<file path="src/design/sbc_map.svh">
// Function
// - Take word MSB first, output decimal
// - Register of 28 bits, seven digits
// - Shift moves every bit up one stage
// - Add three to digits five through nine
// - Clear pulse starts 1 MHz conversion clock
// - Phase 00 gives strobe, goes 01
// - Phase 01 gives add-1, goes 10
// - Phase 10 gives add-2, goes 11
// - Phase 11 gives shift, goes 00
// - Strobe sets flag when digit is five+
// - Digit below five stays unchanged
// - All digits tested at same strobe
// - Register zero when conversion begins
// - Storage flops hold finished digits
// - Print pulses, any words selectable
// - Stop after 21 shifts, command print only for a selected word
`ifndef SBC_MAP_SVH
`define SBC_MAP_SVH
`define SBC_DIGITS       7
`define SBC_BCD_W        28
`define SBC_WORD_BITS    21
`define SBC_CNT_W        5
`define SBC_SYS_HZ       50000000
`define SBC_CONV_HZ      1000000
`define SBC_TICK_CYC     (`SBC_SYS_HZ / `SBC_CONV_HZ)
`define SBC_TICK_W       6
`define SBC_THRESH       4'h5
`define SBC_ADD1         4'h1
`define SBC_ADD2         4'h2
`endif

</file>
<file path="src/design/sbc_pkg.sv">
package sbc_pkg;
   typedef enum logic [1:0] {
      SBC_PH_STROBE = 2'b00,
      SBC_PH_ADD1   = 2'b01,
      SBC_PH_ADD2   = 2'b10,
      SBC_PH_SHIFT  = 2'b11
   } sbc_phase_t;
endpackage

</file>
<file path="src/design/sbc_pulse_if.sv">
`timescale 1ns/1ns
interface sbc_pulse_if;
   logic strobe;
   logic add1;
   logic add2;
   logic shift;
   modport src (output strobe, output add1, output add2, output shift);
   modport dst (input strobe, input add1, input add2, input shift);
endinterface

</file>
<file path="src/design/sbc_top.sv">
`timescale 1ns/1ns
`include "sbc_map.svh"
module sbc_top (
   input  wire logic                   clk,
   input  wire logic                   nrst,
   input  wire logic                   clear_pulse,
   input  wire logic                   serial_bit,
   input  wire logic                   word_enable,
   input  wire logic                   print_all,
   output logic                        shift_pulse,
   output logic                        busy,
   output logic                        end_conv,
   output logic                        print_cmd,
   output logic [`SBC_BCD_W-1:0]       print_digits,
   output logic [`SBC_BCD_W-1:0]       display_digits
);
   sbc_pulse_if pul ();

   logic                     run_q;
   logic [`SBC_TICK_W-1:0]   tick_q;
   logic                     tick;
   sbc_pkg::sbc_phase_t      ph_q;
   logic [`SBC_CNT_W-1:0]    cnt_q;
   logic                     last;
   logic                     sel_q;
   logic                     done_q;
   logic                     prn_q;
   logic [`SBC_BCD_W-1:0]    store_q;
   logic [`SBC_BCD_W-1:0]    bcd;
   logic [`SBC_DIGITS:0]     chain;

   assign tick = run_q && (tick_q == `SBC_TICK_W'(`SBC_TICK_CYC - 1));
   assign pul.strobe = tick && (ph_q == sbc_pkg::SBC_PH_STROBE);
   assign pul.add1   = tick && (ph_q == sbc_pkg::SBC_PH_ADD1);
   assign pul.add2   = tick && (ph_q == sbc_pkg::SBC_PH_ADD2);
   assign pul.shift  = tick && (ph_q == sbc_pkg::SBC_PH_SHIFT);
   assign last = pul.shift && (cnt_q == `SBC_CNT_W'(`SBC_WORD_BITS - 1));
   assign shift_pulse = pul.shift;
   assign busy = run_q;
   assign end_conv = done_q;
   assign print_cmd = prn_q;
   assign print_digits = store_q;
   assign display_digits = store_q;
   assign chain[0] = serial_bit;

   genvar g;
   generate
      for (g = 0; g < `SBC_DIGITS; g = g + 1) begin : g_dig
         sbc_digit u_dig (
            .clk       (clk),
            .nrst      (nrst),
            .clr       (clear_pulse),
            .pul       (pul),
            .carry_in  (chain[g]),
            .digit     (bcd[4*g+3:4*g]),
            .carry_out (chain[g+1])
         );
      end
   endgenerate

   always_ff @(posedge clk) begin
      if (!nrst) begin
         run_q <= 1'b0;
      end else if (clear_pulse) begin
         run_q <= 1'b1;
      end else if (last) begin
         run_q <= 1'b0;
      end
   end

   always_ff @(posedge clk) begin
      if (!nrst || clear_pulse || tick) begin
         tick_q <= `SBC_TICK_W'h0;
      end else if (run_q) begin
         tick_q <= tick_q + `SBC_TICK_W'h1;
      end
   end

   always_ff @(posedge clk) begin
      if (!nrst || clear_pulse) begin
         ph_q <= sbc_pkg::SBC_PH_STROBE;
      end else if (tick) begin
         unique case (ph_q)
            sbc_pkg::SBC_PH_STROBE: ph_q <= sbc_pkg::SBC_PH_ADD1;
            sbc_pkg::SBC_PH_ADD1:   ph_q <= sbc_pkg::SBC_PH_ADD2;
            sbc_pkg::SBC_PH_ADD2:   ph_q <= sbc_pkg::SBC_PH_SHIFT;
            sbc_pkg::SBC_PH_SHIFT:  ph_q <= sbc_pkg::SBC_PH_STROBE;
         endcase
      end
   end

   always_ff @(posedge clk) begin
      if (!nrst || clear_pulse) begin
         cnt_q <= `SBC_CNT_W'h0;
      end else if (pul.shift) begin
         cnt_q <= cnt_q + `SBC_CNT_W'h1;
      end
   end

   always_ff @(posedge clk) begin
      if (!nrst) begin
         sel_q <= 1'b0;
      end else if (clear_pulse) begin
         sel_q <= print_all | word_enable;
      end
   end

   always_ff @(posedge clk) begin
      if (!nrst) begin
         done_q <= 1'b0;
         prn_q  <= 1'b0;
      end else begin
         done_q <= last;
         prn_q  <= last && sel_q;
      end
   end

   always_ff @(posedge clk) begin
      if (!nrst) begin
         store_q <= `SBC_BCD_W'h0;
      end else if (done_q && sel_q) begin
         store_q <= bcd;
      end
   end
endmodule

</file>
<file path="src/design/sbc_digit.sv">
`timescale 1ns/1ns
`include "sbc_map.svh"
module sbc_digit (
   input  wire logic       clk,
   input  wire logic       nrst,
   input  wire logic       clr,
   sbc_pulse_if.dst        pul,
   input  wire logic       carry_in,
   output logic [3:0]      digit,
   output logic            carry_out
);
   logic [3:0] dig_q;
   logic       flag_q;

   assign digit     = dig_q;
   assign carry_out = dig_q[3];

   always_ff @(posedge clk) begin
      if (!nrst || clr) begin
         flag_q <= 1'b0;
      end else if (pul.strobe) begin
         flag_q <= dig_q[3] | (dig_q[2] & dig_q[1]) | (dig_q[2] & dig_q[0]);
      end else if (pul.add2) begin
         flag_q <= 1'b0;
      end
   end

   always_ff @(posedge clk) begin
      if (!nrst || clr) begin
         dig_q <= 4'h0;
      end else if (pul.add1 && flag_q) begin
         dig_q <= dig_q + `SBC_ADD1;
      end else if (pul.add2 && flag_q) begin
         dig_q <= dig_q + `SBC_ADD2;
      end else if (pul.shift) begin
         dig_q <= {dig_q[2:0], carry_in};
      end
   end
endmodule

</file>
<file path="config.mk">
export PLATFORM = sky130hd
export DESIGN_NAME = sbc_top
export DESIGN_NICKNAME = d
export VERILOG_FILES = /design/src/design/sbc_pkg.sv /design/src/design/sbc_pulse_if.sv /design/src/design/sbc_top.sv /design/src/design/sbc_digit.sv
export VERILOG_INCLUDE_DIRS = /design/src /design/src/design
export SDC_FILE = /design/constraint.sdc
export NUM_CORES = 1
export LEC_CHECK = 0
export ABC_CLOCK_PERIOD_IN_PS = 4500
export BUFFER_PORTS_ARGS = -buffer_cell sky130_fd_sc_hd__buf_4
export CELL_PAD_IN_SITES_DETAIL_PLACEMENT = 0
export CELL_PAD_IN_SITES_GLOBAL_PLACEMENT = 2
export CORE_UTILIZATION = 37
export CTS_CLUSTER_DIAMETER = 120
export DETAILED_ROUTE_END_ITERATION = 10
export HOLD_SLACK_MARGIN = 0.12
export MAX_ROUTING_LAYER = met4
export PLACE_DENSITY = 0.9
export SYNTH_ARGS = -nofsm -noshare
export SYNTH_HDL_FRONTEND = slang
export SYNTH_HIERARCHICAL = 1
export SYNTH_SLANG_ARGS = --single-unit
</file>
<file path="constraint.sdc">
create_clock -name clk -period 4.5 [get_ports clk]
set_input_delay 0.675 -clock clk [delete_from_list [all_inputs] [get_ports clk]]
set_output_delay 0.675 -clock clk [all_outputs]
set_load 0.005 [all_outputs]
</file>
==> flow_metrics.py <==
metrics = {
    "power_and_ir_drop": {
        "ir_worst_vdd_uv": 241,
        "p_leak_uw": 0.00208,
        "p_per_area_mw_per_mm2": 283,
    },
    "placed_design": {
        "dpl.hpwl_um": 7250,
        "port_buffers": 65,
        "place_congestion": 0.828,
        "pre_cts_slack_ns": 1.85,
    },
    "timing": {
        "grt_setup_unrepaired": "no",
        "setup_viol": 0,
        "period_needed_ns": 2.65,
        "timing.final.ws_setup_ns": 1.85,
        "post-route-period-util": 0.588,
        "max_freq_ghz": 0.378,
        "hold_viol": 0,
        "slew_violations": 0,
        "fin_skew_ns": 0.00767,
        "slew_headroom": 0.211,
        "tightest_slew_ns": 1.18,
        "finalSetupTns_ns": 0,
    },
    "yosys": {
        "synthTopCellsByArea": "dfxtp_1, nand2_1, ha_1",
        "syn_inst": 580,
        "ys_seq_elements": 80,
        "yosys.area.top_type": "dfxtp_1",
        "synth_cell_types": 41,
        "syn_nets": 616,
        "syn_avg_cell_area_um2": 8.16,
        "synth_edf_count": 0,
        "synth-main-ff-cell": "dfxtp_1",
        "yosysSeqAreaShare": 0.338,
        "syn_area_mm2": 0.00473,
        "synth-async-reset-ratio": 0,
        "yosysWarnings": 6,
        "yosys.area.top_type_share": 0.338,
    },
    "routing": {
        "vias": 4157,
        "drc": 0,
        "drt-total-wl_um": 11100,
        "routedWlPerCell_um": 14.1,
        "first_pass_iters": 5,
        "ant_nets": 0,
        "viasPerCell": 5.28,
        "drtIter0Drc": 189,
    },
    "clock_tree": {
        "clkLatencyLatePin_ns": 0.34,
        "postCtsSetupBuffers": 0,
        "cts.clk_slew.worst_paths_ns": 0.06,
        "post_cts_resized": 0,
        "numClockSinks": 80,
        "clock-root-buffer": "clkbuf_16",
        "cts-buffers-inserted": 9,
        "htreeDepth": 3,
        "cts_tree": "yes",
        "clockBufferDepth": 2,
        "hold_buffers": 0,
    },
    "setup_path": {
        "critPathArrivalTime_ns": 2.91,
        "end_kind": "flop",
        "cp_top_family": "simple AND/OR/NAND/NOR gates",
        "cp_cell_sequence": "nand4bb_1, nor3_1, and2_1, buf_4, nand2_2, o311a_1, a211oi_2",
        "r2r-start": "tick_q[3]",
        "worstSetupStartpointType": "flop",
        "cp.required_ns": 4.76,
        "cpMaxStageDelayCell": "nor3_1",
        "critPathKind": "flop to flop",
        "worst-path-buf-inv": 1,
        "startpoint": "tick_q[3]",
        "slowest_delay_ns": 0.57,
        "crit_fanout": 24,
    },
    "global_routing": {
        "grt_max_degree": 40,
        "grt_pass1_vias": 3848,
        "grt_pass1_wl_um": 18600,
        "grt_overflow": 0,
        "antenna_found_initial": 0,
        "grt_usage": 0.184,
    },
    "finish": {
        "finalNetCount": 651,
        "final_layout_size_suffix_gt1_frac": 0.162,
        "final_cell_mix": "nand2_1, dfxtp_1, buf_4, a21oi_1, ha_1",
        "layout_commonest_cell": "nand2_1",
        "n_antenna_cell": 0,
        "fill_cells": 1243,
        "syn2layout_area_growth_pct": 15.9,
        "final_util": 0.447,
    },
    "die": {
        "core_mm2": 0.0123,
        "boundaryPins": 66,
        "die_w_um": 115,
        "rows": 40,
        "fp.dieH_um": 115,
        "start_util": 0.386,
        "dieArea_mm2": 0.0133,
    },
    "hold_path": {
        "min_from": "display_digits[3]",
        "hold_path.class": "flop to flop",
    },
    "outcome": {
        "status": "finished clean",
    },
    "job": {
        "max_cap_violations": 0,
    },
}
==> synth_stat cells, types with 2 or more instances <==
cell type  count
ha_1          30
a32oi_1        7
a211oi_1      15
mux2i_1       10
a22o_1         7
nand4_1        5
a21boi_0      29
buf_1          2
nand2_2        7
or4_1          2
nor4_1         3
nor2b_1       15
inv_1         28
nor3b_1        7
nand4b_1       8
and3_1         7
a21oi_1       30
nand2b_1       8
o21ai_0       11
a211oi_2       7
o31ai_1       18
nor2_1        22
dfxtp_1       80
o21ai_1        7
xor2_1         3
buf_4         35
a2111oi_0      7
buf_2          3
o311a_1        7
clkbuf_1       6
and2_1        19
nand2_1      124
a21boi_1       2
nor3_1         2
==> area by class of cell <==
| class | instances | area (um^2) | share of cell area |
|---|---|---|---|
| timing repair buffer | 70 | 526 | 0.0958 |
| sequential | 80 | 1600 | 0.292 |
| clock buffer | 12 | 256 | 0.0468 |
| multi-input combinational | 426 | 2720 | 0.496 |
| tap | 168 | 210 | 0.0383 |
| inverter | 28 | 105 | 0.0192 |
| clock inverter | 3 | 65.1 | 0.0119 |
==> final timing paths <==
kind,endpoint,slack [ns],cells after the start
setup / recovery,g_dig[3].u_dig/digit[3],1.85,7
hold reg to reg,display_digits[3],0.48,2
setup reg to reg,g_dig[3].u_dig/digit[3],1.85,7
hold / removal,display_digits[3],0.48,2
==> sequential cells by signal, summed over array words and instances (netlist names), 2 cells and up <==
signal	count
display_digits	28
g_dig.u_dig/digit	28
g_dig.u_dig/flag_q	7
tick_q	6
cnt_q	5
ph_q	2
==> metal layers <==
| layer | vias to the layer above | track usage | share of wire |
|---|---|---|---|
| li1 | 2099 | - | - |
| met1 | 1944 | 0.239 | 0.49 |
| met2 | 102 | 0.285 | 0.45 |
| met3 | 12 | 0.0285 | 0.040 |
| met4 | 0 | 0.0727 | 0.014 |
| met5 | - | - | 0 |
==> tightest hold or removal path: cells and delay by family, from the launching register on <==
kind	cells	cell delay, ns
AO/OA/AOI/OAI	1	0.06
AND/OR/NAND/NOR	1	0.05
flip-flops	1	0.32
==> kinds of logic (layout without fill, tap and decap cells) <==
logic type / Yosys count / in the layout / synth area share
buffers and inverters: 74 / 113 / 0.0872
AOI/OAI and AO/OA: 149 / 149 / 0.227
muxes: 10 / 10 / 0.0211
adders and majority gates: 30 / 30 / 0.0793
xor gates and xnor gates: 4 / 4 / 0.00740
DFF: 80 / 80 / 0.338
and+or+nand+nor: 233 / 233 / 0.239
==> per-stage QoR <==
| stage | total power, uW | std cells | hold slack, ns | cell area, um^2 |
|---|---|---|---|---|
| global route | 1600 | 787 | 0.499 | 5490 |
| CTS | 1570 | 787 | 0.485 | 5490 |
| finish | 1550 | 787 | 0.478 | 5490 |
| detailed placement | 761 | 772 | 0.475 | 5160 |
| global placement | 761 | 772 | 0.468 | 5160 |
| floorplan | 747 | 580 | 0.434 | 4730 |
==> report_power, final <==
part           switching (uW)  total (uW)  internal [uW]
Sequential               3.94         714            710
Clock                     294         807            513
Combinational            19.3        30.8           11.5
No activity file was read; power rests on OpenSTA's default activity.
